## src/design/imu_diag_pkg.sv

```systemverilog
// Constants, types and register map of the diagnostic flag register bank.
// Assumes a single 125 MHz clock domain and a 16-bit serial register link.
package imu_diag_pkg;

	localparam int WORD_W = 16;
	localparam int AXIS_W = 32;
	localparam int BIT_CNT_W = 4;
	localparam logic [BIT_CNT_W-1:0] BIT_FIRST = 4'h0;
	localparam logic [BIT_CNT_W-1:0] BIT_LAST = 4'hf;

	localparam int RW_BIT = 15;
	localparam int ADDR_HI = 14;
	localparam int ADDR_LO = 8;
	localparam int ADDR_W = 7;

	localparam logic [ADDR_W-1:0] ADDR_DIAG = 7'h02;
	localparam logic [ADDR_W-1:0] ADDR_X_LOW = 7'h04;
	localparam logic [ADDR_W-1:0] ADDR_X_HIGH = 7'h06;
	localparam logic [ADDR_W-1:0] ADDR_Y_LOW = 7'h08;
	localparam logic [ADDR_W-1:0] ADDR_Y_HIGH = 7'h0a;
	localparam logic [ADDR_W-1:0] ADDR_Z_LOW = 7'h0c;
	localparam logic [ADDR_W-1:0] ADDR_Z_HIGH = 7'h0e;

	localparam int BIT_ACCEL = 10;
	localparam int BIT_GYRO2 = 9;
	localparam int BIT_GYRO1 = 8;
	localparam int BIT_CLOCK = 7;
	localparam int BIT_FLASH_TEST = 6;
	localparam int BIT_SENSOR = 5;
	localparam int BIT_STANDBY = 4;
	localparam int BIT_FRAMING = 3;
	localparam int BIT_UPDATE = 2;
	localparam int BIT_OVERRUN = 1;

	localparam logic [WORD_W-1:0] DIAG_RESET = 16'h0000;
	localparam logic [WORD_W-1:0] DIAG_USED_MASK = 16'h07fe;
	localparam logic [WORD_W-1:0] WORD_ZERO = 16'h0000;
	localparam logic [1:0] SYNC_SCALED = 2'b10;

	localparam logic [WORD_W-1:0] RATE16_POS_FS = 16'h4e20;
	localparam logic [WORD_W-1:0] RATE16_NEG_FS = 16'hb1e0;
	localparam logic [WORD_W-1:0] RATE16_NEG_LSB = 16'hffff;
	localparam logic [AXIS_W-1:0] RATE_POS_FS = 32'h4e200000;
	localparam logic [AXIS_W-1:0] RATE_NEG_FS = 32'hb1e00000;

	localparam int CLK_MHZ = 125;
	localparam int STANDBY_TIME_MS = 250;
	localparam int STANDBY_CYCLES = STANDBY_TIME_MS * CLK_MHZ * 1000;
	localparam int HOLD_CNT_W = 32;
	localparam logic [HOLD_CNT_W-1:0] HOLD_ZERO = 32'h00000000;
	localparam logic [HOLD_CNT_W-1:0] HOLD_ONE = 32'h00000001;

	typedef logic [WORD_W-1:0] word_t;

	typedef struct packed {
		logic selftest_done;
		logic accel_fail;
		logic gyro2_fail;
		logic gyro1_fail;
		logic flash_test_done;
		logic crc_mismatch;
		logic update_done;
		logic update_fail;
		logic clock_unlock;
		logic overrun;
	} diag_events_s;

	typedef struct packed {
		logic [AXIS_W-1:0] x;
		logic [AXIS_W-1:0] y;
		logic [AXIS_W-1:0] z;
	} gyro_rates_s;

	typedef enum logic [2:0] {
		ST_RUN = 3'b001,
		ST_LOW = 3'b010,
		ST_WAIT = 3'b100
	} supply_state_e;

endpackage

```

## src/design/sync_two_ff.sv

```systemverilog
// Two flip-flop synchroniser for a vector of independent levels.
// Assumes each bit is a slow level; the first stage feeds only the second.
`timescale 1ns/10ps
module sync_two_ff #(
	parameter int W = 1
) (
	input wire logic ref_clk,
	input wire logic rst_n,
	input wire logic [W-1:0] d,
	output logic [W-1:0] q
);
	logic [W-1:0] meta;

	always_ff @(posedge ref_clk or negedge rst_n) begin
		if (!rst_n) begin
			meta <= '0;
			q <= '0;
		end else begin
			meta <= d;
			q <= meta;
		end
	end
endmodule // sync_two_ff

```

## src/design/sticky_flags.sv

```systemverilog
// Bank of sticky flags: set by events, cleared together by one pulse.
// Assumes set and clear come from logic on the same clock.
`timescale 1ns/10ps
module sticky_flags #(
	parameter int W = 16,
	parameter logic [W-1:0] MASK = '1
) (
	input wire logic ref_clk,
	input wire logic rst_n,
	input wire logic [W-1:0] set,
	input wire logic clr,
	output logic [W-1:0] q
);
	logic [W-1:0] next_q;

	// A set arriving with the clear wins.
	assign next_q = (set | (q & ~{W{clr}})) & MASK;

	always_ff @(posedge ref_clk or negedge rst_n) begin
		if (!rst_n) begin
			q <= '0;
		end else begin
			q <= next_q;
		end
	end
endmodule // sticky_flags

```

## src/design/imu_diag_regs.sv

```systemverilog
// Diagnostic flag register and gyro rate words behind a 16-bit serial link.
// Assumes event inputs come from logic on ref_clk and link pins are async.
//
// Functional notes
// - Read-only flag register at 0x02, reset zero.
// - Reading the flag register clears all flags.
// - Flags hold until read, even after cause ends.
// - Persisting condition sets flag again after read.
// - Bit 10 flags accelerometer self-test failure.
// - Bits 9, 8 flag gyro two, one failures.
// - Bit 5 is OR of bits 10..8.
// - Bit 7 flags sync unlock in scaled mode.
// - Bit 6 flags flash CRC mismatch.
// - Bit 4 standby; resume after 250 ms good supply.
// - Bit 3 flags clock count not multiple of 16.
// - Bit 2 flags failed flash update.
// - Bit 1 flags data path overrun; host resets.
// - Each axis: two words forming 32-bit value.
// - High word spans 2000 dps, 0.1 per LSB.
// - 16-bit codes 0000, 4e20, b1e0, ffff.
// - Low word holds lower bits, x at 0x04.
// - 32-bit full scale 4e200000 and b1e00000.
`timescale 1ns/10ps
module imu_diag_regs #(
	parameter int STANDBY_HOLD = imu_diag_pkg::STANDBY_CYCLES
) (
	input wire logic ref_clk,
	input wire logic nrst,
	input wire logic spi_cs_n,
	input wire logic spi_sclk,
	input wire logic spi_mosi,
	output logic spi_miso,
	output logic spi_miso_oe,
	input wire imu_diag_pkg::diag_events_s events,
	input wire logic [1:0] sync_mode,
	input wire logic supply_low,
	input wire imu_diag_pkg::gyro_rates_s rates,
	output logic data_halt,
	output logic reinit_pulse,
	output imu_diag_pkg::word_t error_flags
);
	import imu_diag_pkg::*;

	logic [0:0] rst_sync;
	logic rst_n;
	logic [3:0] pins_s;
	logic cs_n_s;
	logic sclk_s;
	logic mosi_s;
	logic low_s;
	logic sclk_d;
	logic cs_n_d;
	logic sclk_rise;
	logic sclk_fall;
	logic cs_rise;
	logic in_frame;
	logic [BIT_CNT_W-1:0] bit_cnt;
	logic [BIT_CNT_W-1:0] next_bit_cnt;
	word_t rx_sreg;
	word_t rx_word;
	word_t tx_sreg;
	word_t next_tx;
	word_t rd_data;
	word_t flags;
	word_t set_vec;
	logic word_done;
	logic is_read;
	logic [ADDR_W-1:0] rd_addr;
	logic sel_diag;
	logic clr_pulse;
	logic frame_err;
	logic any_fail;
	gyro_rates_s rates_c;
	supply_state_e state;
	supply_state_e next_state;
	logic [HOLD_CNT_W-1:0] hold_cnt;
	logic [HOLD_CNT_W-1:0] next_hold_cnt;
	logic hold_done;

	function automatic logic [AXIS_W-1:0] clamp_rate(
		input logic [AXIS_W-1:0] v
	);
		logic [AXIS_W-1:0] r;
		r = v;
		if ($signed(v) > $signed(RATE_POS_FS)) begin
			r = RATE_POS_FS;
		end else if ($signed(v) < $signed(RATE_NEG_FS)) begin
			r = RATE_NEG_FS;
		end
		return r;
	endfunction

	// Reset release and pin synchronisation.
	sync_two_ff #(.W(1)) u_rst_sync (
		.ref_clk(ref_clk),
		.rst_n(nrst),
		.d(1'b1),
		.q(rst_sync)
	);
	assign rst_n = rst_sync[0];

	sync_two_ff #(.W(4)) u_pin_sync (
		.ref_clk(ref_clk),
		.rst_n(rst_n),
		.d({~spi_cs_n, spi_sclk, spi_mosi, supply_low}),
		.q(pins_s)
	);
	assign cs_n_s = ~pins_s[3];
	assign sclk_s = pins_s[2];
	assign mosi_s = pins_s[1];
	assign low_s = pins_s[0];

	// Link edge detection on the synchronised copies.
	assign in_frame = ~cs_n_s;
	assign sclk_rise = sclk_s & ~sclk_d & in_frame;
	assign sclk_fall = ~sclk_s & sclk_d & in_frame;
	assign cs_rise = cs_n_s & ~cs_n_d;
	assign word_done = sclk_rise & (bit_cnt == BIT_LAST);
	assign rx_word = {rx_sreg[WORD_W-2:0], mosi_s};
	assign is_read = ~rx_word[RW_BIT];
	assign rd_addr = {rx_word[ADDR_HI:ADDR_LO+1], 1'b0};
	assign next_bit_cnt = in_frame ? (sclk_rise ? bit_cnt + 4'h1 : bit_cnt)
		: BIT_FIRST;
	assign frame_err = cs_rise & (bit_cnt != BIT_FIRST);

	// Rate words, clamped to the documented full scale.
	assign rates_c.x = clamp_rate(rates.x);
	assign rates_c.y = clamp_rate(rates.y);
	assign rates_c.z = clamp_rate(rates.z);

	// Read decode; each axis splits into low then high word.
	assign sel_diag = (rd_addr == ADDR_DIAG);
	assign rd_data =
		sel_diag ? flags :
		(rd_addr == ADDR_X_LOW) ? rates_c.x[WORD_W-1:0] :
		(rd_addr == ADDR_X_HIGH) ? rates_c.x[AXIS_W-1:WORD_W] :
		(rd_addr == ADDR_Y_LOW) ? rates_c.y[WORD_W-1:0] :
		(rd_addr == ADDR_Y_HIGH) ? rates_c.y[AXIS_W-1:WORD_W] :
		(rd_addr == ADDR_Z_LOW) ? rates_c.z[WORD_W-1:0] :
		(rd_addr == ADDR_Z_HIGH) ? rates_c.z[AXIS_W-1:WORD_W] :
		WORD_ZERO;
	assign clr_pulse = word_done & is_read & sel_diag;
	assign next_tx = word_done ? (is_read ? rd_data : WORD_ZERO) :
		sclk_fall ? {tx_sreg[WORD_W-2:0], 1'b0} : tx_sreg;

	// Flag sources; level causes keep re-setting after a clear.
	assign any_fail = events.accel_fail | events.gyro2_fail
		| events.gyro1_fail;
	always_comb begin
		set_vec = WORD_ZERO;
		set_vec[BIT_ACCEL] = events.selftest_done & events.accel_fail;
		set_vec[BIT_GYRO2] = events.selftest_done & events.gyro2_fail;
		set_vec[BIT_GYRO1] = events.selftest_done & events.gyro1_fail;
		set_vec[BIT_SENSOR] = events.selftest_done & any_fail;
		set_vec[BIT_CLOCK] = events.clock_unlock
			& (sync_mode == SYNC_SCALED);
		set_vec[BIT_FLASH_TEST] = events.flash_test_done
			& events.crc_mismatch;
		set_vec[BIT_STANDBY] = low_s;
		set_vec[BIT_FRAMING] = frame_err;
		set_vec[BIT_UPDATE] = events.update_done & events.update_fail;
		set_vec[BIT_OVERRUN] = events.overrun;
	end

	sticky_flags #(.W(WORD_W), .MASK(DIAG_USED_MASK)) u_flags (
		.ref_clk(ref_clk),
		.rst_n(rst_n),
		.set(set_vec),
		.clr(clr_pulse),
		.q(flags)
	);

	// Supply watch: halt while low, resume after a steady good interval.
	assign hold_done = (hold_cnt == HOLD_CNT_W'(STANDBY_HOLD - 1));
	always_comb begin
		next_state = state;
		next_hold_cnt = hold_cnt;
		case (state)
			ST_RUN: begin
				if (low_s) begin
					next_state = ST_LOW;
				end
			end
			ST_LOW: begin
				next_hold_cnt = HOLD_ZERO;
				if (!low_s) begin
					next_state = ST_WAIT;
				end
			end
			ST_WAIT: begin
				next_hold_cnt = hold_cnt + HOLD_ONE;
				if (low_s) begin
					next_state = ST_LOW;
				end else if (hold_done) begin
					next_state = ST_RUN;
				end
			end
			default: begin
				next_state = ST_LOW;
			end
		endcase
	end

	always_ff @(posedge ref_clk or negedge rst_n) begin
		if (!rst_n) begin
			state <= ST_RUN;
			hold_cnt <= HOLD_ZERO;
			data_halt <= 1'b0;
			reinit_pulse <= 1'b0;
		end else begin
			state <= next_state;
			hold_cnt <= next_hold_cnt;
			data_halt <= (next_state != ST_RUN);
			reinit_pulse <= (state == ST_WAIT) & (next_state == ST_RUN);
		end
	end

	// Link shift registers; sample on rising, drive on falling edge.
	always_ff @(posedge ref_clk or negedge rst_n) begin
		if (!rst_n) begin
			sclk_d <= 1'b1;
			cs_n_d <= 1'b1;
			bit_cnt <= BIT_FIRST;
			rx_sreg <= WORD_ZERO;
		end else begin
			sclk_d <= sclk_s;
			cs_n_d <= cs_n_s;
			bit_cnt <= next_bit_cnt;
			if (sclk_rise) begin
				rx_sreg <= rx_word;
			end
		end
	end

	always_ff @(posedge ref_clk or negedge rst_n) begin
		if (!rst_n) begin
			tx_sreg <= WORD_ZERO;
			spi_miso <= 1'b0;
			spi_miso_oe <= 1'b0;
			error_flags <= DIAG_RESET;
		end else begin
			tx_sreg <= next_tx;
			if (sclk_fall) begin
				spi_miso <= tx_sreg[WORD_W-1];
			end
			spi_miso_oe <= in_frame;
			error_flags <= flags;
		end
	end
endmodule // imu_diag_regs

```

## config.mk

```make
export PLATFORM = sky130hd
export DESIGN_NAME = imu_diag_regs
export DESIGN_NICKNAME = d
export VERILOG_FILES = /design/src/design/imu_diag_pkg.sv /design/src/design/sync_two_ff.sv /design/src/design/sticky_flags.sv /design/src/design/imu_diag_regs.sv
export SDC_FILE = /design/constraint.sdc
export NUM_CORES = 1
export LEC_CHECK = 0
export BUFFER_PORTS_ARGS = -buffer_cell sky130_fd_sc_hd__buf_4
export CORE_UTILIZATION = 45
export CTS_BUF_LIST = sky130_fd_sc_hd__clkbuf_8
export DETAILED_ROUTE_END_ITERATION = 7
export HOLD_SLACK_MARGIN = 0.08
export MAX_ROUTING_LAYER = met4
export PLACE_DENSITY = 0.68
export SYNTH_ARGS = -nofsm -noshare
export SYNTH_HDL_FRONTEND = slang
export SYNTH_SLANG_ARGS = --single-unit
```

## constraint.sdc

```tcl
create_clock -name ref_clk -period 4.4 [get_ports ref_clk]
set_clock_uncertainty 0.05 [all_clocks]
set_input_delay 0.88 -clock ref_clk [delete_from_list [all_inputs] [get_ports ref_clk]]
set_output_delay 0.88 -clock ref_clk [all_outputs]
set_load 0.01 [all_outputs]
```

# [Yosys cells after proc, flatten, opt, wreduce, memory -nomap -nowiden]
# Cells that the tools add are included.
[classes] n_mux=24 addsub=2 n_reduce_logical=3 magnitude_cmp=6 bitwise=28 n_eq_ne=16
[op_table] op="32-bit 2-to-1 mux" n=6
[op_table] op="16-bit 2-to-1 mux" n=10
[op_table] op="32-bit > comparator (second input constant)" n=3
[op_table] op="32-bit less-than comparator (second input constant)" n=3
[op_table] op="32-bit case mux with 2 select lines" n=1
[op_table] op="32-bit by 1-bit adder with 32-bit output (second input constant)" n=1
[op_table] op="32-bit by 25-bit equality test with 1-bit output (second input constant)" n=1
[op_table] op="6-bit by 3-bit equality test with 1-bit output (second input constant)" n=4
[op_table] op="1-bit bitwise AND" n=17
[op_table] op="6-bit by 2-bit equality test with 1-bit output (second input constant)" n=2
[op_table] op="3-bit 2-to-1 mux" n=4
[op_table] op="11-bit bitwise AND" n=1
[op_table] op="11-bit inverter" n=1
[op_table] op="11-bit OR" n=1
[op_table] op="3-bit case mux with 3 select lines" n=1
[op_table] op="4-bit 2-to-1 mux" n=2
[op_table] op="3-bit by 1-bit equality test with 1-bit output (second input constant)" n=2
[op_table] op="6-bit by 1-bit equality test with 1-bit output (second input constant)" n=1
[op_table] op="1-bit inverter" n=6
[op_table] op="4-bit by 1-bit adder with 4-bit output (second input constant)" n=1
[op_table] op="4-bit equality test (second input constant)" n=1
[op_table] op="2-bit nonzero test" n=2
[op_table] op="4-bit nonzero test" n=1
[op_table] op="3-bit by 2-bit equality test with 1-bit output (second input constant)" n=1
[op_table] op="5 further kinds" n=6
[totals] elab_cells=96 out_inout_bits=20 regBits=106

# [Logic depth before layout (Yosys ltp)]
# Gate-level depths: netlist of the first run.
[logic_depth] depth_word=12 ltp_mapped=11 depth_no_buf=10

# [Hierarchy]
# A second synthesis of the first run with hierarchy kept.
[unflattened] cells_unflattened=670 hier_area_um2=6195.9
[by_module_without_submodules] module="imu_diag_regs" area_each_um2=5567.8 seq_area_each_um2=2306.0 n_inst=1 cells_each=632
[by_module_without_submodules] module="sticky_flags" area_each_um2=377.9 seq_area_each_um2=250.2 n_inst=1 cells_each=28
[by_module_without_submodules] module="sync_two_ff at u_pin_sync" area_each_um2=200.2 seq_area_each_um2=200.2 n_inst=1 cells_each=8
[by_module_without_submodules] module="sync_two_ff at u_rst_sync" area_each_um2=50.0 seq_area_each_um2=50.0 n_inst=1 cells_each=2

# [Worst setup path after synthesis of the first run]
# Ideal clock, no wire load.
[synth_path] path_kind="in2reg" startpoint="in rates[85] in the netlist's numbering" endpoint="reg tx_sreg[5]" cell_stages=11 setup_ps=134 t_required_ps=4216 n_path_buf=2 setup_slack_ps=1430 arrival_time_ps=2786 path_cell_list="nand4_1 -> a21oi_1 -> o21ai_0 -> ha_1 -> clkbuf_1 -> inv_1 -> and4_1 -> buf_4 -> a21o_1 -> a2111oi_0 -> a21oi_1"
[synth_between] elab_chain_len=8
[synth_rtl] element="from (decl)" line_no="imu_diag_regs.sv:37" source="input wire imu_diag_pkg::gyro_rates_s rates,"
[synth_rtl] element="32-bit less-than comparator" line_no="imu_diag_regs.sv:87" source="end else if ($signed(v) < $signed(RATE_NEG_FS)) begin"
[synth_rtl] element="32-bit 2-to-1 mux" line_no="imu_diag_regs.sv:87"
[synth_rtl] element="32-bit 2-to-1 mux *" line_no="imu_diag_regs.sv:85" source="if ($signed(v) > $signed(RATE_POS_FS)) begin"
[synth_rtl] element="16-bit 2-to-1 mux" line_no="imu_diag_regs.sv:136" source="(rd_addr == ADDR_X_HIGH) ? rates_c.x[AXIS_W-1:WORD_W] :"
[synth_rtl] element="16-bit 2-to-1 mux *" line_no="imu_diag_regs.sv:135" source="(rd_addr == ADDR_X_LOW) ? rates_c.x[WORD_W-1:0] :"
[synth_rtl] element="16-bit 2-to-1 mux *" line_no="imu_diag_regs.sv:134" source="sel_diag ? flags :"
[synth_rtl] element="16-bit 2-to-1 mux * (2 in a row)" line_no="imu_diag_regs.sv:143" source="assign next_tx = word_done ? (is_read ? rd_data : WORD_ZERO) :"
[synth_rtl] element="to (signal assigned)" line_no="imu_diag_regs.sv:242" source="tx_sreg <= next_tx;"
[synth_rtl] element="to (decl)" line_no="imu_diag_regs.sv:61" source="word_t tx_sreg;"
# Mark *: on every way between the ends. The rest lies on a longest branch, timed or not.
# A chain may end at the register's enable or synchronous reset.

# [Worst setup path after layout of the first run]
[layout_path] startpoint="reg sclk_d" endpoint="reg tx_sreg[11]"
[layout_between] elab_chain_len=5
[layout_rtl] element="from (decl)" line_no="imu_diag_regs.sv:51" source="logic sclk_d;"
[layout_rtl] element="from (signal assigned)" line_no="imu_diag_regs.sv:226" source="sclk_d <= sclk_s;"
[layout_rtl] element="1-bit inverter" line_no="imu_diag_regs.sv:115" source="assign sclk_rise = sclk_s & ~sclk_d & in_frame;"
[layout_rtl] element="1-bit bitwise AND (2 in a row)" line_no="imu_diag_regs.sv:115"
[layout_rtl] element="1-bit bitwise AND" line_no="imu_diag_regs.sv:118" source="assign word_done = sclk_rise & (bit_cnt == BIT_LAST);"
[layout_rtl] element="16-bit 2-to-1 mux or 2-bit nonzero test (tied branches)"
# Several ways; a longest one is shown, not always the timed one.

==> flow_metrics.env, run 1 <==
export IMPL_die_w_um=118
export IMPL_cts_setup_buffers=0
export IMPL_cpMaxStageDelayCell="or2_1"
export IMPL_crit_fanout=21
export IMPL_cts_tree="built"
export IMPL_cts_made_buffers=9
export IMPL_yosysSeqAreaShare_pct=43.8
export IMPL_ios=134
export IMPL_cts_root_buffer="clkbuf_8"
export IMPL_vias_per_cell=6.06
export IMPL_wl_mm=19.0
export IMPL_fin_crit_sh_pct=68.3
export IMPL_period_minus_slack_ns=3.00
export IMPL_ant_nets=0
export IMPL_worstSetupPathType="reg -> reg"
export IMPL_final_layout_size_suffix_gt1_share_pct=23.0
export IMPL_track_usage_pct=28.6
export IMPL_htree_levels=3
export IMPL_gp_congestion=1.04
export IMPL_hold_path_class="in -> async"
export IMPL_drc=0
export IMPL_tns_ns=0
export IMPL_globalRouteOverflowTotal=0
export IMPL_cts_resized=0
export IMPL_fmax_mhz=333
export IMPL_synth_cell_type_count=71
export IMPL_vdd_drop_max_mv=0.267
export IMPL_antenna_found_initial=0
export IMPL_core_area_mm2=0.0132
export IMPL_holdBufCountCts=0
export IMPL_status="finished clean"
export IMPL_reg2reg_from="sclk_d"
export IMPL_clockBufferDepth=2
export IMPL_synthCells=694
export IMPL_antenna_cells=0
export IMPL_rows=42
export IMPL_dp_cells=967
export IMPL_final_cell_area_mm2=0.00733
export IMPL_drtPass1Iterations=5
export IMPL_fp_dieArea_mm2=0.0139
export IMPL_ys_ff_latch=106
export IMPL_slew_violations=0
export IMPL_grt_max_degree=78
export IMPL_synth_top_area_share_pct=42.5
export IMPL_synth_edf_count=0
export IMPL_yosysWarnings=0
export IMPL_finish_net_count=922
export IMPL_place_area_mm2=0.00709
export IMPL_max_stage_delay_ns=0.64
export IMPL_yosysTopAreaCell="dfrtp_1"
export IMPL_grt_pass1_wl_mm=30.2
export IMPL_port_buffers=127
export IMPL_cp_data_required_time_ns=4.63
export IMPL_crit_chain="nand3b_2, or2_1, nor2_4, nand2_1, nor3_2, nand3_1, a221oi_1"
export IMPL_start_util_pct=45.9
export IMPL_synthTopCellsByArea="dfrtp_1 (43%), nand2_1 (5.8%), o21ai_0 (5.2%)"
export IMPL_fin_cells=983
export IMPL_wl_per_cell_um=19.3
export IMPL_die_h_um=118
export IMPL_slew_headroom_pct=34.4
export IMPL_power_mw=2.18
export IMPL_worstSetupEndpointType="flop"
export IMPL_rsz0062_at_grt="false"
export IMPL_clkLatencyLatePin_ns=0.39
export IMPL_p_leak_nw=3.13
export IMPL_area_growth_pct=20.9
export IMPL_setup_violations=0
export IMPL_whs_ns=0.195
export IMPL_drt_iter0_drc=583
export IMPL_dp_hpwl_mm=14.4
export IMPL_worstPathArrival_ns=3.23
export IMPL_crit_path_start="sclk_d"
export IMPL_power_density_mw_per_mm2=298
export IMPL_syn_area_per_cell_um2=8.73
export IMPL_numClockSinks=106
export IMPL_worstSetupStartpointType="flop"
export IMPL_final_hold_violation_count=0
export IMPL_worst_slew_pin_slew_ns=0.984
export IMPL_path_clk_slew_ns=0.11
export IMPL_syn_area_mm2=0.00606
export IMPL_async_flop_share_pct=100
export IMPL_max_cap_violations=0
export IMPL_vias=5961
export IMPL_grt_pass1_vias=5769
export IMPL_synth_ff_type="dfrtp_1"
kinds of logic after synthesis:
family | after synthesis | synth area share (%)
xor gates and xnor gates | 4 | 0.578
DFF | 106 | 43.8
adders and majority gates | 6 | 1.24
buffers and inverters | 54 | 4.07
other | 2 | 0.124
and+or+nand+nor | 295 | 24.5
muxes | 20 | 3.70
AOI/OAI and AO/OA | 207 | 21.9
cell usage in the layout (no fill, tap or decap), types with 9 or more instances in the layout:
cell type,n
nand4_1,24
o21ai_0,63
nand2_1,94
nor3_1,21
buf_4,130
a21oi_1,49
o21a_1,10
mux2_2,19
inv_1,16
o211ai_1,14
clkbuf_8,9
nor2_1,55
dfrtp_1,102
nand3_1,33
nor4_1,21
and3_1,10
worst max-delay path, delay by kind of cell (launching register included):
kind | cells | cell delay (ns)
AOI/OAI and AO/OA | 1 | 0.37
and+or+nand+nor | 6 | 2.09
DFF | 1 | 0.39
area by class of cell:
| cell class | count | area, um^2 |
|---|---|---|
| Clock buffer | 9 | 124 |
| Clock inverter | 7 | 109 |
| Fill cell | 1231 | 5860 |
| Inverter | 16 | 60.1 |
| Multi-Input combinational cell | 539 | 3180 |
| Sequential cell | 106 | 2660 |
| Tap cell | 176 | 220 |
| Timing Repair Buffer | 130 | 976 |
report_power, final:
part / internal [mW] / total, mW / switching (mW)
combinational: 0.173 / 0.401 / 0.228
clock: 0.331 / 0.695 / 0.363
sequential: 1.03 / 1.09 / 0.0625
registers in the layout, indices dropped and copies added (netlist names):
signal	count
reinit_pulse	1
u_flags.q	10
hold_cnt	32
u_rst_sync.meta	1
sclk_d	1
u_pin_sync.q	4
bit_cnt	4
data_halt	1
spi_miso	1
state	3
tx_sreg	16
cs_n_d	1
spi_miso_oe	1
error_flags	10
u_pin_sync.meta	4
u_rst_sync.q	1
rx_sreg	15
layer usage:
layer	up-vias	routed length, um	GRT usage [%]
met1	2874	8050	37.1
met2	252	8920	44.0
met3	50	1430	6.35
li1	2785	-	-
met4	0	559	10.4
met5	-	0	-
worst paths after layout:
check | cells after the start | slack, ns | to
max | 7 | 1.40 | tx_sreg[11]
min reg2reg | 0 | 0.32 | u_pin_sync.q[3]
min in group ref_clk | 0 | 0.32 | u_pin_sync.q[3]
max reg2reg | 7 | 1.40 | tx_sreg[11]
min | 1 | 0.20 | u_rst_sync.meta
max in group asynchronous | 1 | 2.93 | tx_sreg[4]
through the flow:
step                worst slack, ns  utilization, %
finish                         1.40            55.5
global route                   1.17            55.5
CTS                            1.39            55.5
detailed placement             1.21            53.8
global placement               1.21            53.8
floorplan                      1.18               -
synthesized netlist by cell type (all sizes together), types with 9 or more instances:
| cell | number |
|---|---|
| o21a | 10 |
| dfrtp | 103 |
| inv | 16 |
| o31ai | 9 |
| a21oi | 49 |
| o21ai | 64 |
| clkbuf | 22 |
| nand4 | 24 |
| o211ai | 16 |
| buf | 16 |
| mux2 | 19 |
| nor2 | 57 |
| nor3 | 23 |
| nand3 | 33 |
| and3 | 11 |
| nor4 | 22 |
| nand2 | 94 |
No activity file was read; power rests on OpenSTA's default activity.
==> run 2, diff against run 1 <==
ABC_AREA = 1   (was not set)
PLACE_DENSITY = 0.67   (was 0.68)
clock period = 2.8 ns   (was 4.4 ns; I/O delays follow)
==> run 2 against run 1 <==
  * Sequential cell count unchanged
  * Via count up 15%
  * Sequential share of layout area is 3.7 points lower
  * Critical endpoint is now tx_sreg[6]
  * Combinational power grew 62%
  * Setup slack lost 1.2 ns
  * Register-to-register slack got worse by 0.95 ns
  * Wire length fell by 5.2%
  * Largest cell class unchanged
==> flow_metrics.env, run 2 <==
export IMPL_status="finished clean"
export IMPL_fillers=1422
export IMPL_antenna_found_initial=0
export IMPL_numClockSinks=106
export IMPL_globalRouteOverflowTotal=0
export IMPL_synth_top_area_share_pct=38.1
export IMPL_cts_made_buffers=9
export IMPL_port_buffers=127
export IMPL_rsz0062_at_grt="false"
export IMPL_track_usage_pct=25.0
export IMPL_p_leak_nw=4.04
export IMPL_vdd_drop_max_mv=0.425
export IMPL_cts_setup_buffers=0
export IMPL_fp_dieArea_mm2=0.0155
export IMPL_netSwitchingPower_mw=1.04
export IMPL_synth_most_common_cell="nand2_1"
export IMPL_pwr_share_comb_pct=19.8
export IMPL_swShare_pct=31.6
export IMPL_yosysSeqAreaShare_pct=39.3
export IMPL_period_minus_slack_ns=2.59
export IMPL_worst_slew_pin_slew_ns=0.578
export IMPL_fmax_mhz=386
export IMPL_wl_mm=18.0
export IMPL_clkLatencyLatePin_ns=0.39
export IMPL_worstSetupStartpointType="input pin"
export IMPL_grt_max_degree=82
export IMPL_utilization_pct=55.9
export IMPL_fin_crit_sh_pct=92.5
export IMPL_fin_cells=1322
export IMPL_setup_violations=0
export IMPL_async_flop_share_pct=100
export IMPL_largest_register_ffs=32
export IMPL_wl_per_cell_um=13.6
export IMPL_drt_iter0_drc=679
export IMPL_synthTopCellsByArea="dfrtp_1 (38%), nand2_1 (16%), nor2_1 (7.2%)"
export IMPL_cts_root_buffer="clkbuf_8"
export IMPL_grt_pass1_wl_mm=31.1
export IMPL_die_w_um=125
export IMPL_final_cell_area_mm2=0.00815
export IMPL_synth_ff_type="dfrtp_1"
export IMPL_cp_data_required_time_ns=3.03
export IMPL_ios=134
export IMPL_gp_congestion=0.975
export IMPL_finish_net_count=1253
export IMPL_cts_tree="built"
export IMPL_synth_edf_count=0
export IMPL_clockBufferDepth=2
export IMPL_power_density_mw_per_mm2=403
export IMPL_intPower_mw=2.25
export IMPL_final_hold_violation_count=0
export IMPL_core_area_mm2=0.0146
export IMPL_area_growth_pct=20.6
export IMPL_sequentialPowerShare_pct=51.5
export IMPL_synth_cell_type_count=48
export IMPL_cts_resized=0
export IMPL_hold_path_class="reg -> async"
export IMPL_worstSetupPathType="in -> reg"
export IMPL_top_regs="hold_cnt (32), tx_sreg (16), rx_sreg (15)"
export IMPL_worstSetupEndpointType="flop"
export IMPL_syn_area_per_cell_um2=6.73
export IMPL_antenna_cells=0
export IMPL_max_cap_violations=0
export IMPL_whs_ns=0.185
export IMPL_dp_cells=1305
export IMPL_slew_violations=0
export IMPL_path_clk_slew_ns=0.11
export IMPL_syn_area_mm2=0.00676
export IMPL_regMostFlops="hold_cnt"
export IMPL_clockPowerShare_pct=28.7
export IMPL_rows=44
export IMPL_crit_fanout=13
export IMPL_die_h_um=125
export IMPL_vias_per_cell=5.20
export IMPL_htree_levels=3
export IMPL_ant_nets=0
export IMPL_yosysWarnings=0
export IMPL_slew_headroom_pct=61.4
export IMPL_final_common_cell="nand2_1"
export IMPL_worstPathArrival_ns=2.82
export IMPL_final_cell_mix="nand2_1 (294), buf_4 (139), nor2_1 (130)"
export IMPL_synth_commonest_cells="nand2_1 (294), nor2_1 (130), inv_1 (113), dfrtp_1 (103), nand3_1 (73)"
export IMPL_ys_ff_latch=106
export IMPL_place_area_mm2=0.00794
export IMPL_vias=6870
export IMPL_final_layout_size_suffix_gt1_share_pct=18.8
export IMPL_drtPass1Iterations=7
export IMPL_power_mw=3.29
export IMPL_start_util_pct=46.3
export IMPL_yosysTopAreaCell="dfrtp_1"
export IMPL_synthCells=1005
export IMPL_dp_hpwl_mm=13.9
export IMPL_grt_pass1_vias=6442
export IMPL_drc=0
[run 2: cell count changes after synthesis, moves of 18 or more]
| cell | delta |
|---|---|
| mux2_2 | -18 |
| nand2_1 | +200 |
| nand3_1 | +40 |
| inv_2 | +21 |
| inv_1 | +97 |
| a21oi_1 | -20 |
| nor2_1 | +75 |
[run 2: cell type report]
class | instances | area [um^2] | area share [%]
multi-input cells | 738 | 3470 | 42.6
inverters | 137 | 514 | 6.31
clock inverters | 7 | 80.1 | 0.982
clock buffers | 9 | 124 | 1.52
well taps | 184 | 230 | 2.82
flip-flops and latches | 106 | 2660 | 32.6
repair buffers | 141 | 1070 | 13.2
[run 2: kinds of logic (layout without fill, tap and decap cells)]
kind of cell / Yosys count / in the layout / share of synthesized area [%]
adders and majority gates: 6 / 6 / 1.11
AOI/OAI and AO/OA: 124 / 124 / 10.5
muxes: 4 / 4 / 0.611
DFF: 106 / 106 / 39.3
other: 2 / 7 / 0.111
xor gates and xnor gates: 3 / 3 / 0.389
and+or+nand+nor: 594 / 594 / 38.3
buffers and inverters: 166 / 294 / 9.68
[run 2: worst max-delay path, cell delays in order]
cell and delay (ns):
buf_4 0.13, nor3_1 0.18, a211oi_1 0.09, o21ai_0 0.15, ha_1 0.27, buf_4 0.19, o21ai_0 0.23, o21ai_0 0.14
nand2_1 0.10, o21ai_0 0.12, nor2_1 0.22, nand3_1 0.14, nand2_1 0.08, nand2_1 0.08, nand2_1 0.08, nand2_1 0.05
[run 2: routing by layer]
layer,part of all wire [%],track usage [%],up-vias
met5,0,-,-
met4,1.4,6.02,0
met3,6.8,4.42,17
met2,44,36.6,246
met1,48,35.8,3114
li1,-,-,3493
[run 2: repair_timing]
item / 4_1_cts / 5_1_grt
endpoints found under the setup margin: 0 / 0
endpoints found under the hold margin: 2 / 0
hold buffers: 1 / 0
[run 2: metrics by stage]
step                      worst slack [ns]  setup TNS (ns)
after global routing                0.0676               0
final                                0.209               0
after detailed placement           -0.0882         -0.0882
after CTS                            0.330               0
after global placement              -0.131          -0.133
after floorplan                      0.336               0
[run 2: worst paths after layout]
check / start / to / slack [ns] / cells past startpoint
setup / recovery: rates[26] / tx_sreg[6] / 0.21 / 16
hold / removal: u_rst_sync.q / u_pin_sync.meta[1] / 0.18 / 0
setup reg to reg: u_pin_sync.q[2] / tx_sreg[15] / 0.45 / 14
hold reg to reg: u_rst_sync.q / u_pin_sync.meta[1] / 0.18 / 0
max in group asynchronous: u_rst_sync.q / hold_cnt[31] / 1.77 / 1
min in group ref_clk: spi_mosi / u_pin_sync.meta[1] / 0.22 / 1
[run 2: power groups by stage]
stage | logic [mW] | clock network (mW) | registers, mW
2_1_floorplan | 0.348 | 0 | 1.73
3_3_place_gp | 0.644 | 0 | 1.72
3_5_place_dp | 0.645 | 0 | 1.72
4_1_cts | 0.650 | 0.991 | 1.69
5_1_grt | 0.736 | 1.04 | 1.71
6_report | 0.650 | 0.945 | 1.69
